`src/hdl/dxo_pkg.sv`:
```
// package for the direction-load and exclusive-or execute block
// assumes a 14-bit instruction word and an 8-bit data path
package dxo_pkg;

  // ----------------------------------------------------------------
  // instruction encodings
  // ----------------------------------------------------------------
  localparam logic [13:0] DIR_LOAD_MASK  = 14'h3FF8; // upper bits fixed
  localparam logic [13:0] DIR_LOAD_CODE  = 14'h0060; // 00 0000 0110 0fff
  localparam logic [5:0]  XOR_LIT_CODE   = 6'h3A;    // 11 1010 kkkk kkkk
  localparam logic [5:0]  XOR_FILE_CODE  = 6'h06;    // 00 0110 dfff ffff
  localparam int          OPC_HI         = 13;       // opcode field top
  localparam int          OPC_LO         = 8;        // opcode field bottom
  localparam int          DEST_BIT       = 7;        // destination select
  localparam logic [2:0]  DIR_SEL_MIN    = 3'h5;     // lowest direction reg
  localparam logic [2:0]  DIR_SEL_MAX    = 3'h7;     // highest direction reg
  localparam int          DIR_COUNT      = 3;        // direction registers

  // ----------------------------------------------------------------
  // values after reset
  // ----------------------------------------------------------------
  localparam logic [7:0]  ACC_RESET      = 8'h00;
  localparam logic [7:0]  DIR_RESET      = 8'hFF;    // all pins input
  localparam logic        ZERO_RESET     = 1'b0;     // zero flag clear
  localparam logic [6:0]  FADDR_RESET    = 7'h00;    // file address
  localparam logic [7:0]  FDATA_RESET    = 8'h00;    // file write data

  // ----------------------------------------------------------------
  // phase sequencer, one-hot
  // ----------------------------------------------------------------
  typedef enum logic [3:0] {
    PH_DECODE  = 4'b0001,
    PH_READ    = 4'b0010,
    PH_PROCESS = 4'b0100,
    PH_WRITE   = 4'b1000
  } dxo_phase_t;

  // operation selected at decode
  typedef enum logic [3:0] {
    OP_NONE    = 4'b0001,
    OP_DIRLOAD = 4'b0010,
    OP_XORLIT  = 4'b0100,
    OP_XORFILE = 4'b1000
  } dxo_op_t;

endpackage

```
`src/hdl/dxo_phase_gen.sv`:
```
// four-phase instruction cycle sequencer
// assumes a free-running core clock gated by a clock enable
`timescale 1ns/1ps
module dxo_phase_gen (
  input  wire logic              clk_i,
  input  wire logic              rst_i,
  input  wire logic              ce_i,
  output dxo_pkg::dxo_phase_t    phase_o
);

  // ----------------------------------------------------------------
  // phase rotation
  // ----------------------------------------------------------------
  dxo_pkg::dxo_phase_t phase_q;  // current phase
  dxo_pkg::dxo_phase_t phase_d;  // next phase

  // next phase: rotate through the four quarters
  always_comb begin
    phase_d = phase_q;
    if (ce_i) begin
      unique case (phase_q)
        dxo_pkg::PH_DECODE:  phase_d = dxo_pkg::PH_READ;
        dxo_pkg::PH_READ:    phase_d = dxo_pkg::PH_PROCESS;
        dxo_pkg::PH_PROCESS: phase_d = dxo_pkg::PH_WRITE;
        dxo_pkg::PH_WRITE:   phase_d = dxo_pkg::PH_DECODE;
        default:             phase_d = dxo_pkg::PH_DECODE; // illegal code recovery
      endcase
    end
  end

  // register only; reset starts at decode
  always_ff @(posedge clk_i) begin
    if (rst_i) begin
      phase_q <= dxo_pkg::PH_DECODE;
    end else begin
      phase_q <= phase_d;
    end
  end

  assign phase_o = phase_q;

endmodule

```
`src/hdl/dxo_exec.sv`:
```
// execute unit for direction-load and the two exclusive-or instructions
// assumes the fetch logic holds instr_i steady for a whole instruction cycle
// and the file register array answers file_rdata_i combinationally
// and that neighbours share ce_i, since a low enable holds every flop
// here, strobes included
`timescale 1ns/1ps
module dxo_exec (
  input  wire logic        clk_i,
  input  wire logic        rst_i,
  input  wire logic        ce_i,
  input  wire logic [13:0] instr_i,       // current instruction word
  input  wire logic [7:0]  file_rdata_i,  // addressed file register data
  input  wire logic        dir_we_i,      // direct write to a direction reg
  input  wire logic [1:0]  dir_sel_i,     // which direction reg, 0..2
  input  wire logic [7:0]  dir_wdata_i,   // direct write data
  output logic      [6:0]  file_addr_o,   // file register address
  output logic             file_re_o,     // file read strobe
  output logic             file_we_o,     // file write strobe
  output logic      [7:0]  file_wdata_o,  // file write data
  output logic      [7:0]  acc_o,         // working accumulator
  output logic             zero_o,        // zero flag
  output logic             zero_we_o,     // zero flag updated this cycle
  output logic      [7:0]  dir5_o,        // direction register 5
  output logic      [7:0]  dir6_o,        // direction register 6
  output logic      [7:0]  dir7_o,        // direction register 7
  output logic             done_o         // instruction retired pulse
);

  // ----------------------------------------------------------------
  // helpers
  // ----------------------------------------------------------------
  // classify an instruction word
  function automatic dxo_pkg::dxo_op_t decode_op(input logic [13:0] w);
    dxo_pkg::dxo_op_t op;
    op = dxo_pkg::OP_NONE;
    if ((w & dxo_pkg::DIR_LOAD_MASK) == dxo_pkg::DIR_LOAD_CODE &&
        w[2:0] >= dxo_pkg::DIR_SEL_MIN && w[2:0] <= dxo_pkg::DIR_SEL_MAX) begin
      op = dxo_pkg::OP_DIRLOAD;
    end else if (w[dxo_pkg::OPC_HI:dxo_pkg::OPC_LO] == dxo_pkg::XOR_LIT_CODE) begin
      op = dxo_pkg::OP_XORLIT;
    end else if (w[dxo_pkg::OPC_HI:dxo_pkg::OPC_LO] == dxo_pkg::XOR_FILE_CODE) begin
      op = dxo_pkg::OP_XORFILE;
    end
    return op;
  endfunction

  // ----------------------------------------------------------------
  // phase sequencer
  // ----------------------------------------------------------------
  // the sequencer shares ce_i, so a freeze stops both halves together
  dxo_pkg::dxo_phase_t phase;  // current quarter of the cycle

  dxo_phase_gen u_phase (
    .clk_i   (clk_i),
    .rst_i   (rst_i),
    .ce_i    (ce_i),
    .phase_o (phase)
  );

  // ----------------------------------------------------------------
  // datapath state
  // ----------------------------------------------------------------
  localparam int    DIRS = dxo_pkg::DIR_COUNT;  // direction registers 5..7
  dxo_pkg::dxo_op_t op_q, op_d;         // latched operation
  logic [7:0]       opnd_q, opnd_d;     // operand read in second phase
  logic [7:0]       res_q, res_d;       // computed result
  logic [7:0]       acc_q, acc_d;       // working accumulator
  logic             zero_q, zero_d;     // zero flag
  logic             zwe_q, zwe_d;       // zero update pulse
  logic [7:0]       dir_q [DIRS];       // direction registers 5..7
  logic [7:0]       dir_d [DIRS];
  logic [6:0]       fa_q, fa_d;         // file address
  logic             fre_q, fre_d;       // file read strobe
  logic             fwe_q, fwe_d;       // file write strobe
  logic [7:0]       fwd_q, fwd_d;       // file write data
  logic             done_q, done_d;     // retire pulse
  // only meaningful for a legal direction-load; other words ignore it
  logic [1:0]       dsel;               // direction index from instruction

  // ----------------------------------------------------------------
  // next-state logic
  // ----------------------------------------------------------------
  // next-state for the whole execute pipeline
  always_comb begin
    op_d   = op_q;
    opnd_d = opnd_q;
    res_d  = res_q;
    acc_d  = acc_q;
    zero_d = zero_q;
    fa_d   = fa_q;
    fwd_d  = fwd_q;
    // strobes last one enabled cycle; with ce_i low they hold as well,
    // otherwise a pulse could vanish before a gated neighbour sees it
    zwe_d  = ce_i ? 1'b0 : zwe_q;
    fre_d  = ce_i ? 1'b0 : fre_q;
    fwe_d  = ce_i ? 1'b0 : fwe_q;
    done_d = ce_i ? 1'b0 : done_q;
    dsel   = 2'(instr_i[2:0] - dxo_pkg::DIR_SEL_MIN);
    for (int i = 0; i < DIRS; i++) begin
      dir_d[i] = dir_q[i];
    end
    // direct file-space write to a direction register; the instruction
    // path below overrides it if both hit the same register in the same cycle
    // a select of 3 names no register and is dropped
    if (ce_i && dir_we_i && dir_sel_i < 2'(DIRS)) begin
      dir_d[dir_sel_i] = dir_wdata_i;
    end
    if (ce_i) begin
      unique case (phase)
        dxo_pkg::PH_DECODE: begin
          // opcode classified once here and held for the later quarters
          op_d = decode_op(instr_i);
          fa_d = instr_i[6:0];
          // start the file read so data is ready in the next quarter
          fre_d = (decode_op(instr_i) == dxo_pkg::OP_XORFILE);
        end
        dxo_pkg::PH_READ: begin
          // literal sits in the low byte; file data for the register form
          opnd_d = (op_q == dxo_pkg::OP_XORFILE) ? file_rdata_i
                                                 : instr_i[7:0];
        end
        dxo_pkg::PH_PROCESS: begin
          // one shared xor serves both forms; other words waste the result
          res_d = acc_q ^ opnd_q;
        end
        dxo_pkg::PH_WRITE: begin
          done_d = 1'b1;
          unique case (op_q)
            dxo_pkg::OP_DIRLOAD: begin
              // no flag touched by the legacy load
              // decode lets only f = 5..7 through, so dsel stays 0..2
              dir_d[dsel] = acc_q;
            end
            dxo_pkg::OP_XORLIT: begin
              acc_d  = res_q;
              zero_d = (res_q == 8'h00);
              zwe_d  = 1'b1;
            end
            dxo_pkg::OP_XORFILE: begin
              zero_d = (res_q == 8'h00);
              zwe_d  = 1'b1;
              // destination bit read live; fetch holds the word all cycle
              if (instr_i[dxo_pkg::DEST_BIT]) begin
                fwe_d = 1'b1;
                fwd_d = res_q;
              end else begin
                acc_d = res_q;
              end
            end
            default: done_d = 1'b1;  // foreign opcode: just retire
          endcase
        end
        // a corrupt phase code drops the word rather than half-run it
        default: op_d = dxo_pkg::OP_NONE;
      endcase
    end
  end

  // ----------------------------------------------------------------
  // state registers
  // ----------------------------------------------------------------
  // registers only
  always_ff @(posedge clk_i) begin
    if (rst_i) begin
      op_q   <= dxo_pkg::OP_NONE;
      opnd_q <= dxo_pkg::ACC_RESET;
      res_q  <= dxo_pkg::ACC_RESET;
      acc_q  <= dxo_pkg::ACC_RESET;
      zero_q <= dxo_pkg::ZERO_RESET;
      // strobes drop on reset so no stray write follows it
      zwe_q  <= 1'b0;
      fa_q   <= dxo_pkg::FADDR_RESET;
      fre_q  <= 1'b0;
      fwe_q  <= 1'b0;
      fwd_q  <= dxo_pkg::FDATA_RESET;
      done_q <= 1'b0;
      for (int i = 0; i < DIRS; i++) begin
        dir_q[i] <= dxo_pkg::DIR_RESET;
      end
    end else begin
      // ce_i gating lives in the next-state logic, so this stays plain
      op_q   <= op_d;
      opnd_q <= opnd_d;
      res_q  <= res_d;
      acc_q  <= acc_d;
      zero_q <= zero_d;
      zwe_q  <= zwe_d;
      fa_q   <= fa_d;
      fre_q  <= fre_d;
      fwe_q  <= fwe_d;
      fwd_q  <= fwd_d;
      done_q <= done_d;
      for (int i = 0; i < DIRS; i++) begin
        dir_q[i] <= dir_d[i];
      end
    end
  end

  // ----------------------------------------------------------------
  // outputs, all straight from flip-flops
  // ----------------------------------------------------------------
  // pulses stand one enabled cycle; levels stand until the next write
  assign file_addr_o  = fa_q;
  assign file_re_o    = fre_q;
  assign file_we_o    = fwe_q;
  assign file_wdata_o = fwd_q;
  assign acc_o        = acc_q;
  assign zero_o       = zero_q;
  assign zero_we_o    = zwe_q;
  assign dir5_o       = dir_q[0];
  assign dir6_o       = dir_q[1];
  assign dir7_o       = dir_q[2];
  assign done_o       = done_q;

endmodule

```
`config.mk`:
```
export PLATFORM = sky130hd
export DESIGN_NAME = dxo_exec
export DESIGN_NICKNAME = d
export VERILOG_FILES = /design/src/hdl/dxo_pkg.sv /design/src/hdl/dxo_phase_gen.sv /design/src/hdl/dxo_exec.sv
export SDC_FILE = /design/constraint.sdc
export NUM_CORES = 1
export LEC_CHECK = 0
export BUFFER_PORTS_ARGS = -buffer_cell sky130_fd_sc_hd__buf_2
export CAP_MARGIN = 0
export CORE_ASPECT_RATIO = 0.6
export CORE_MARGIN = 2
export CORE_UTILIZATION = 52
export CTS_CLUSTER_SIZE = 28
export DETAILED_ROUTE_END_ITERATION = 7
export GPL_TIMING_DRIVEN = 0
export PLACE_DENSITY = 0.79
export REMOVE_ABC_BUFFERS = 1
export SYNTH_ARGS = -nofsm -noshare
export SYNTH_HDL_FRONTEND = slang
export SYNTH_SLANG_ARGS = --single-unit
```
`constraint.sdc`:
```
create_clock -name clk_i -period 1.8 [get_ports clk_i]
set_input_delay 0.18 -clock clk_i [delete_from_list [all_inputs] [get_ports clk_i]]
set_output_delay 0.18 -clock clk_i [all_outputs]
set_load 0.02 [all_outputs]
```
Yosys cells after proc, flatten, opt, wreduce, memory -nomap -nowiden. Memory sizes are Yosys's and may differ from the RTL's. Index checks and enable logic that the tools add are counted.

$add $sub $neg: 1. Order comparisons: 7. Eq/ne operators: 12. Mux-type cells: 41. Bitwise logic cells: 7. Reduce and logical (&&, ||, !) cells: 17.

Operators by type and width (number): $mux 24 (4); $mux 8 (7); $bwmux 24 (2); $demux 8 s2 (2); $mux 4 (5); $mux 1 (18); $pmux 8 s2 (1); $eq 4x4->1 const B (3); $pmux 4 s3 (1); $eq 11x4->1 const B (1); $ge 3x3->1 const B (3); $eq 4x2->1 const B (2); $eq 4x3->1 const B (2); $logic_not 8->1 (1); $pmux 4 s2 (1); $reduce_and 2->1 (4); $reduce_and 4->1 (2); $xor 8x8->8 (1); $eq 6x3->1 const B (1); $eq 6x6->1 const B (1); $logic_and 1x1->1 (6); $lt 3x1->1 const B (2); $not 2->3 (2); $eq 4x1->1 const B (1); 10 further kinds (12).

Register bits after elaboration: 52. Bits in writable memories: 24. Logic and storage cells: 98. Memories: 1.

Memories: dir_q (words 3, width 8, read ports 3, clocked after memory_dff 0, wr ports 3, line dxo_exec.sv:70) `logic [7:0] dir_q [DIRS];`.

Longest topological paths before layout. Gate-level depths: netlist of the first run.

Depth after elaboration: 12. Gate-level depth with buffers: 6. Depth with buffers taken out: 4.

By module. From an unflattened synthesis of the first run, not the netlist that was laid out.

Cells, all modules: 347. Area, all modules: 3488.3 um^2.

By module, submodules not included: dxo_exec (times used 1, cells each 328, area each 3299.4 um^2); dxo_phase_gen (times used 1, cells each 19, area each 188.9 um^2).

Worst setup path before layout of the first run. Ideal clock, no wire load.

Path type: register to register. Start: register u_phase.phase_q[1], in the netlist u_phase.phase_o[1]. End: register acc_q[0], in the netlist acc_o[0]. Setup time: 0.128 ns. Arrival: 1.505 ns. Data required time: 1.672 ns. Path slack: 0.167 ns. Stages on the path, launching flop included: 6. Buffers on the path: 1. Cell sequence: dfxtp_1 -> buf_6 -> nor4b_4 -> o2111ai_2 -> mux2i_1 -> nor2_1.

Longest elaborated chain between the ends: 2.

Ends and longest elaborated chain: start, declared (line dxo_phase_gen.sv:14) `dxo_pkg::dxo_phase_t phase_q;`; start signal, assigned (line dxo_phase_gen.sv:34) `phase_q <= dxo_pkg::PH_DECODE;`; start signal, assigned (line dxo_phase_gen.sv:36) `phase_q <= phase_d;`; $eq 4x4->1 (line dxo_exec.sv:109) `unique case (phase)`; $reduce_and 4->1 (no line); end signal, assigned (line dxo_exec.sv:168) `acc_q <= dxo_pkg::ACC_RESET;`; end, declared (line dxo_exec.sv:67) `logic [7:0] acc_q, acc_d;`.

Every way passes these cells. A chain may end at the register's enable or synchronous reset.

Final worst setup path of the first run. Same ends and word-level chain as after synthesis.

==> results of run 1 <==
## where the power goes
part | leakage, nW | total (mW) | switching, mW | internal (mW)
registers | 0.617 | 1.74 | 0.0301 | 1.71
logic | 1.18 | 0.311 | 0.175 | 0.136
clock network | 0.116 | 1.56 | 0.611 | 0.952
total | 1.91 | 3.62 | 0.816 | 2.80
## critical path, cell delays in order, from the launching register on
cell and delay [ps]:
sky130_fd_sc_hd__dfxtp_2 390, sky130_fd_sc_hd__nor4b_4 300, sky130_fd_sc_hd__buf_6 160, sky130_fd_sc_hd__buf_4 110, sky130_fd_sc_hd__o2111ai_4 240, sky130_fd_sc_hd__mux2i_1 260, sky130_fd_sc_hd__nor2_1 60
## registers in the layout, indices dropped and copies added, names as in the netlist, named ones only
name	flops
op_q	4
dir_q	24
file_addr_o	7
zero_o	1
file_wdata_o	8
opnd_q	8
acc_o	8
res_q	8
u_phase.phase_o	4
## worst max path at each step
stage | slack (ps) | endpoint | cells past startpoint
after floorplan | -1170 | file_wdata_o[0] | 4
after CTS | 20 | res_q[3] | 4
after global routing | 10 | acc_o[0] | 6
after detailed placement | -530 | op_q[0] | 3
after global placement | -2080 | file_wdata_o[0] | 4
final | 120 | acc_o[0] | 6
## cell families (layout without fill, tap and decap cells)
logic type                Yosys count  after routing  share of synthesized area (%)
buffers and inverters              21            116                           2.85
muxes                              79             79                           24.3
DFF                                76             76                           45.0
and+or+nand+nor                   112            112                           18.1
AOI/OAI and AO/OA                  33             33                           6.96
xor gates and xnor gates           11             11                           2.85
## per-stage QoR
stage	utilization [%]	setup WS, ps	cell area (sq um)	TNS [ps]	hold WS (ps)
6_report	69.2	115	4280	0	107
5_1_grt	69.2	10.1	4280	0	126
4_1_cts	67.5	19.6	4180	0	93.4
3_5_place_dp	62.3	-530	3860	-15640	452
3_3_place_gp	61.9	-2080	3830	-41000	442
2_1_floorplan	-	-1170	3290	-14280	249
## layer usage
layer	vias up	GRT usage, %	wire (microns)
met4	0	4.33	22
met1	1349	32.1	4060
li1	1360	-	-
met3	2	8.32	517
met2	83	37.6	3530
met5	-	0	0
## area by class of cell
type | count | area (sq um)
Clock buffer | 11 | 141
Clock inverter | 4 | 97.6
Fill cell | 487 | 1910
Inverter | 2 | 8.76
Multi-Input combinational cell | 235 | 1850
Sequential cell | 76 | 1530
Tap cell | 84 | 105
Timing Repair Buffer | 99 | 558
## what timing repair did
| item | in CTS | in global routing |
|---|---|---|
| pin swaps | 2 | 3 |
| endpoints found under the setup margin | 53 | 45 |
| resized for setup | 8 | 7 |
| gates cloned | 0 | 0 |
| buffers inserted | 4 | 6 |
## cell usage in the layout, fill, tap and decap left out, drive strengths merged, types with 2 or more instances in the layout
master,netlist,final
nand2,31,31
a21oi,9,9
xnor2,10,10
nand2b,3,3
a22oi,2,2
nor4,3,3
nand4b,3,3
nor2b,3,3
clkbuf,9,11
buf,10,99
nor4bb,2,2
mux2,24,24
o311ai,2,2
mux2i,55,55
bufinv,0,3
nor4b,6,6
dfxtp,76,76
nand4,6,6
a211oi,16,16
nor2,48,48
## synth_stat cells (all sizes together) (6+ instances only)
cell | number | share of area, %
a211oi | 16 | 3.6
nor2 | 48 | 5.3
xnor2 | 10 | 2.6
mux2i | 55 | 16
nor4b | 6 | 3.1
dfxtp | 76 | 45
nand4 | 6 | 1.7
mux2 | 24 | 8.0
a21oi | 9 | 1.3
clkbuf | 9 | 1.0
nand2 | 31 | 3.4
buf | 10 | 1.6
==> impl.org, run 1 <==
** Detailed routing
- The routed layout has around 2800 vias.
- Routed wire length :: a little over 8000 microns
- In the final routed layout, each cell accounts on average for 15.9 microns.
- First-pass detailed-route iteration total :: 4
- Once detail routing completed, the nets flagged for antenna violations numbered 0.
- In the routed layout, each cell is associated on average with a via count of roughly 5.5.
- Drc violations :: 0
- The detailed router finished its first iteration with 89 violations.

** Setup path
- Setup CP Type :: reg -> reg
- Startpoint types :: flip-flop
- WP data arrival :: 1880 ps
- The worst setup path is captured at a flip-flop.
- Top fanout value on the critical path :: 8
- STA puts the critical path data required time at 1990 ps.
- Setup slack, reg-to-reg :: between 100 and 150 ps
- Tracing the worst setup path back leads to its startpoint at u_phase.phase_o[1].
- In this run the critical register-to-register path is launched from u_phase.phase_o[1].
- R2R cell count :: 6
- The endpoint identified for the worst register-to-register timing path is acc_o[0].

** Clock network
- Clock transition at the registers of the reported paths :: around 70 ps
- CTS H-tree depth :: 3
- Total clock buffers created by CTS :: 9
- Maximum clock path buffer count :: 2
- Clock tree synthesis selected as its root buffer the cell sky130_fd_sc_hd__clkbuf_8.
- The tree built by TritonCTS fans out to 76 sinks.
- Clock tree from TritonCTS :: built
- Clock latency on the worst-skew pair, taken at its later pin, is ~350 ps.
- CTS Hold Bufs :: 0

** Place
- The number of placed instances, taps included, is around 490.
- Quantity of I/O buffers inserted on ports :: just under 90
- Final weighted congestion of routability-driven global placement :: a little over 0.8
- The HPWL after detailed placement is 5690 microns.

** Timing
- Normalized max-slew margin :: a little under two fifths
- Fraction of the cycle the final worst path needs :: 93.6%
- Final Skew :: roughly 8.6 ps
- The final hold violation count came to 0.
- RSZ-0062 raised after global routing :: false
- After layout, the minimum clock period comes to about 1700 ps.
- At the pin with the least slew margin, the transition time is about 950 ps.
- Final count of negative-setup-slack endpoints :: 0
- The final count of pins violating max slew is 0.
- Max Clock Freq :: 594 MHz

** Pwr
- Peak ir drop on the vdd network :: 0.546 mV
- Static leakage :: 1.91 nW
- The completed layout was analyzed and its total power is approximately 3.6 mW.
- In this run the power density over the cells is about 850 mW/mm^2.

** Floorplan
- Die Span Y :: between 60 and 70 microns
- Area of the placeable core :: about 0.0062 sq mm
- Site Rows :: 22
- For this configuration, the core starts out at a cell density of 54.6%.
- Ports placed on the boundary :: 88
- The die is 108 microns wide.
- The die covers ~0.0072 sq mm.

** Final layout
- Cells with a size suffix above 1 make up 36.1% of the layout.
- The repair_antennas step left the layout with diodes totalling 0.
- The net count of the finished layout is about 460.
- Leaving out filler cells and counting taps, the final layout contains roughly 510.
- From synthesis to final layout, the design area changed by 26.6%.

** Yosys
- Distinct cell type count of the synthesized netlist :: 39
- After technology mapping, the gate count stands at between 300 and 400.
- Post-synth ARST share :: 0%
- Count of flip-flops with a built-in enable after synthesis :: 0
- Synthesized area per cell :: 10.2 sq um
- Yosys warning total :: 0
- The synthesized design contains between 70 and 80 register bits.
- Syn Std Cell Area :: 0.00338 sq mm
- Primary flip-flop cell chosen by synthesis mapping :: sky130_fd_sc_hd__dfxtp_1
- Share of the yosys chip area belonging to registers :: between 40 and 50%

** GRT
- Initial antenna violation count :: 0
- Entering global routing, the biggest net connects 53 pins.
- Via count of the first global-routing pass :: approximately 2700
- The first global-routing pass estimated 13100 microns of wire.
- All-layer global routing usage :: a little under a quarter
- The total overflow left after global routing is 0.

** Min path
- Worst min-delay path category :: in -> reg
- For hold timing, the worst endpoint is file_addr_o[2].
- The startpoint identified for the worst hold timing path is instr_i[2].
- The worst hold path passes through 3 cells.

** Run
- Max-capacitance violation count :: 0

** Outcome
- Result of the run :: complete, no violations
(Power assumes the default switching activity.)
==> inputs of run 2 (changes only) <==
CORE_UTILIZATION = 53   (was 52)
PLACE_DENSITY = 0.8   (was 0.79)
SYNTH_HIERARCHICAL = 1   (was default)
==> run 2 against run 1 <==
  * The run now ends with setup timing left
  * Synthesized cell count is 4.5% higher
  * Hold slack worse by 33 ps
  * Count of clock-buffer cells in the layout stayed put
==> impl.org, run 2 <==
** Yosys
- Syn Std Cell Area :: 0.00349 sq mm (+3.1%)
- The share of synthesized area occupied by flip-flops and latches is 43.6% (-1.4 points).
- Area fraction of the dominant cell type after synthesis :: 43.6% (-1.4 points)
- Post-synth ARST share :: 0% (unchanged)
- Distinct cell type count of the synthesized netlist :: 47 (+21%)
- Number of cells produced by synthesis :: 347 (+4.5%)
- Largest area contributor in the netlist :: sky130_fd_sc_hd__dfxtp_1
- Synthesized area per cell :: 10.1 sq um (-1.3%)
- Primary flip-flop cell chosen by synthesis mapping :: sky130_fd_sc_hd__dfxtp_1
- Yosys warning total :: 6 (+6)
- Ranked by total cell area, the synthesized netlist is headed by sky130_fd_sc_hd__dfxtp_1, sky130_fd_sc_hd__mux2i_1, sky130_fd_sc_hd__mux2_2.
- Top cells by instance count after synthesis :: sky130_fd_sc_hd__dfxtp_1, sky130_fd_sc_hd__mux2i_1, sky130_fd_sc_hd__nor2_1
- The count of flip-flops with a built-in enable after synthesis came to 0 (unchanged).
- Post-synthesis sequential element count :: 76 (unchanged)
- Yosys instantiated no cell more often than sky130_fd_sc_hd__dfxtp_1.

** Pwr
- Gate power share :: 9.3% (+0.7 points)
- The net switching share of the total power was 25.3% (+2.8 points).
- Peak ir drop on the vdd network :: 0.528 mV (-3.4%)
- Int Power :: 2.41 mW (-14%)
- The sequential power share was 54.1% (+5.9 points).
- Switching pwr :: 0.816 mW (about the same)
- Static leakage :: 1.90 nW (-0.45%)
- The power share of the clock group came to 36.6% (-6.6 points).
- Cell area power density :: 754 mW/mm^2 (-11%)

** GRT
- The initial antenna violation count came to 0 (unchanged).
- The total congestion overflow is 0 (unchanged).
- Maximum number of pins on one net before global-route repair :: 78 (+47%)
- The first-pass GRT wire length was 12900 microns (-1.5%).
- The global router's overall resource usage is 23.6% (-0.24 points).
- The number of global-route vias before repair is 2607 (-3.2%).

** Final layout
- The number of cells in the finished layout apart from fillers was 524 (+2.5%).
- The final net count was 472 (+2.8%).
- Antenna diode instance count :: 0 (unchanged)
- Commonest non-fill, non-tap cell in the layout :: sky130_fd_sc_hd__buf_2
- The combined flip-flop and latch cell area came to 0.00152 sq mm (-0.25%).
- Number of fill cells :: 480 (-1.4%)
- Biggest register :: dir_q
- Number of flip-flops in the largest register :: 24 (unchanged)
- Area of combinational cells with multiple inputs :: 0.00195 sq mm (+5.6%)
- Commonest non-fill, non-tap cells in the layout :: sky130_fd_sc_hd__buf_2, sky130_fd_sc_hd__dfxtp_1, sky130_fd_sc_hd__mux2i_1
- The fraction of layout instances using a drive strength above 1 came to 34.8% (-1.3 points).
- Compared with the post-synthesis result, the final layout area differs by 22.6%.

** Timing
- The slew at the pin with the worst max-slew slack was 1270 ps (+324 ps).
- Final Hold Violating Endpoints :: 0 (unchanged)
- Normalized max-slew margin :: 15.1% (-22 points)
- Fraction of the cycle the final worst path needs :: 101% (+7.2 points)
- Post-layout worst setup margin :: -14.3 ps (-129 ps)
- The time the worst path needs with I/O delays and setup came to 1810 ps (+129 ps).
- The final count of pins violating max slew came to 0 (unchanged).
- Final Skew :: 8.00 ps (-0.566 ps)
- Final count of negative-setup-slack endpoints :: 1 (+1)
- The timing-limited maximum frequency was 551 MHz (-7.1%).
- Final hold slack :: 73.4 ps (-33.3 ps)

** Floorplan
- Ports placed on the boundary :: 88 (unchanged)
- Area enclosed by the die boundary :: 0.00727 sq mm (+1.1%)
- Area of the placeable core :: 0.00625 sq mm (+0.89%)
- Die Span Y :: 66.8 microns (+0.56%)
- Site Rows :: 22 (unchanged)
- The width of the chip came to 109 microns (+0.57%).
- The initial standard-cell utilization of the core is 55.8% (+1.2 points).

** Detailed routing
- Wire length per cell after detailed routing :: 16.0 microns (+0.33%)
- Iter 0 DRT Violations :: 167 (+88%)
- The number of detailed-route iterations in the first pass came to 4 (unchanged).
- The total wire length came to 8360 microns (+2.9%).
- Drc violations :: 0 (unchanged)
- Average via count per standard cell :: 5.41 (-1.0%)
- The remaining antenna violation count came to 0 (unchanged).
- The number of vias in the routed layout was 2835 (+1.5%).

** Setup path
- Data required, critical path :: 1990 ps (about the same)
- Top fanout value on the critical path :: 8 (unchanged)
- STA classifies the critical path startpoint as a flip-flop.
- The slowest stage of the critical path is the sky130_fd_sc_hd__dfxtp_1 cell.
- The delay contributed by the slowest stage of the critical path came to 520 ps (+130 ps).
- STA classifies the critical path endpoint as a flip-flop.
- Cell-by-cell trace of the critical path :: nor3b_1 > o2111ai_4 > mux2i_1 > nor2_1
- WP data arrival :: 2010 ps (+130 ps)
- The critical path is of the reg -> reg type.

** Clock network
- Cell at the root of the clock tree :: sky130_fd_sc_hd__clkbuf_8
- The number of hold buffers added after cts was 0 (unchanged).
- Total clock buffers created by CTS :: 9 (unchanged)
- CTS H-tree depth :: 3 (unchanged)
- Clock latency on the worst-skew pair :: 350 ps (about the same)
- Clock transition at the registers of the reported paths :: 80 ps (about the same)
- Clock tree from TritonCTS :: built
- CTS Sinks :: 76 (unchanged)
- The buffer depth of the longest clock path is 2 (unchanged).

** Run
- The number of maximum-capacitance constraint violations was 0 (unchanged).

** Outcome
- Result of the run :: finished with violations
- The final reports fail on setup timing.

** Min path
- Worst min-delay path category :: in -> reg

** Place
- The number of cells in the design after placement was 502 (+3.3%).
- The global placer's final weighted congestion came to 0.817 (-1.7%).
- Quantity of I/O buffers inserted on ports :: 87 (unchanged)
- Post-detail-place hpwl :: 5810 microns (+2.2%)
run 2: changes by cell type after synthesis, moves of 2 or more:
cell                       previous run  this run
sky130_fd_sc_hd__nand2_1             31        17
sky130_fd_sc_hd__buf_4                0         2
sky130_fd_sc_hd__and4b_1              0         2
sky130_fd_sc_hd__nor4b_4              3         0
sky130_fd_sc_hd__nand3b_1             1         3
sky130_fd_sc_hd__nor2_1              48        42
sky130_fd_sc_hd__mux2i_1             55        47
sky130_fd_sc_hd__nand2b_1             3        28
sky130_fd_sc_hd__a21oi_1              9        19
sky130_fd_sc_hd__a211oi_1            16        14
sky130_fd_sc_hd__nor2b_1              3         6
sky130_fd_sc_hd__a211oi_2             0         2
sky130_fd_sc_hd__buf_2                8         6
run 2: path summary, 6_finish.rpt:
check	startpoint	end	slack, ps	cells past startpoint
hold / removal	instr_i[3]	file_addr_o[3]	70	3
setup reg to reg	op_q[3]	acc_o[5]	-10	4
setup / recovery	op_q[3]	acc_o[5]	-10	4
hold reg to reg	zero_o	zero_o	460	2
run 2: cell type report:
type | instances | area share [%]
clock buffers | 11 | 3.54
clock inverters | 4 | 0.585
inverters | 2 | 0.176
multi-input cells | 251 | 45.6
flip-flops and latches | 76 | 35.6
well taps | 84 | 2.46
repair buffers | 96 | 12.1
run 2: worst max-delay path, delay by kind of cell, from the launching register on:
family / cells / cell delay, ps
AOI/OAI and AO/OA: 1 / 340
and+or+nand+nor: 2 / 500
muxes: 1 / 300
DFF: 1 / 520
run 2: what timing repair did:
item | in CTS | in global routing
pin swaps | 1 | 1
endpoints found under the setup margin | 53 | 52
gates resized for setup | 4 | 7
setup buffers | 1 | 6
run 2: cells by family (layout without fill, tap and decap cells):
group                     count (synthesis)  in the layout  share of synthesized area (%)
DFF                                      76             76                           43.6
xor gates and xnor gates                 11             11                           2.76
AOI/OAI and AO/OA                        42             42                           8.54
muxes                                    72             72                           21.6
buffers and inverters                    20            113                           2.80
and+or+nand+nor                         126            126                           20.7
run 2: through the flow:
stage	total power, mW	setup WS (ps)	TNS [ps]	utilization (%)	instance area, sq um
3_3_place_gp	2.06	-2020	-37430	63.0	3940
2_1_floorplan	1.93	-1120	-13860	-	3400
6_report	3.22	-14.3	-14.3	68.4	4280
3_5_place_dp	2.07	-682	-14750	63.5	3970
5_1_grt	3.34	-22.9	-132	68.4	4280
4_1_cts	3.22	-113	-1780	66.8	4170
run 2: per-layer routing:
metal / track usage (%) / vias to the layer above / share of wire [%] / routed length, microns
li1: - / 1409 / - / -
met1: 31.2 / 1336 / 48 / 4040
met2: 36.6 / 81 / 45 / 3750
met3: 8.41 / 9 / 5.8 / 481
met4: 6.09 / 0 / 1.0 / 86
met5: 0 / - / 0 / 0
run 2: power by group through the flow:
stage               clock network, mW  registers [mW]  logic [mW]
finish                           1.18            1.74       0.299
CTS                              1.19            1.74       0.288
detailed placement                  0            1.78       0.286
global placement                    0            1.78       0.277
floorplan                           0            1.81       0.128
global route                     1.27            1.75       0.327
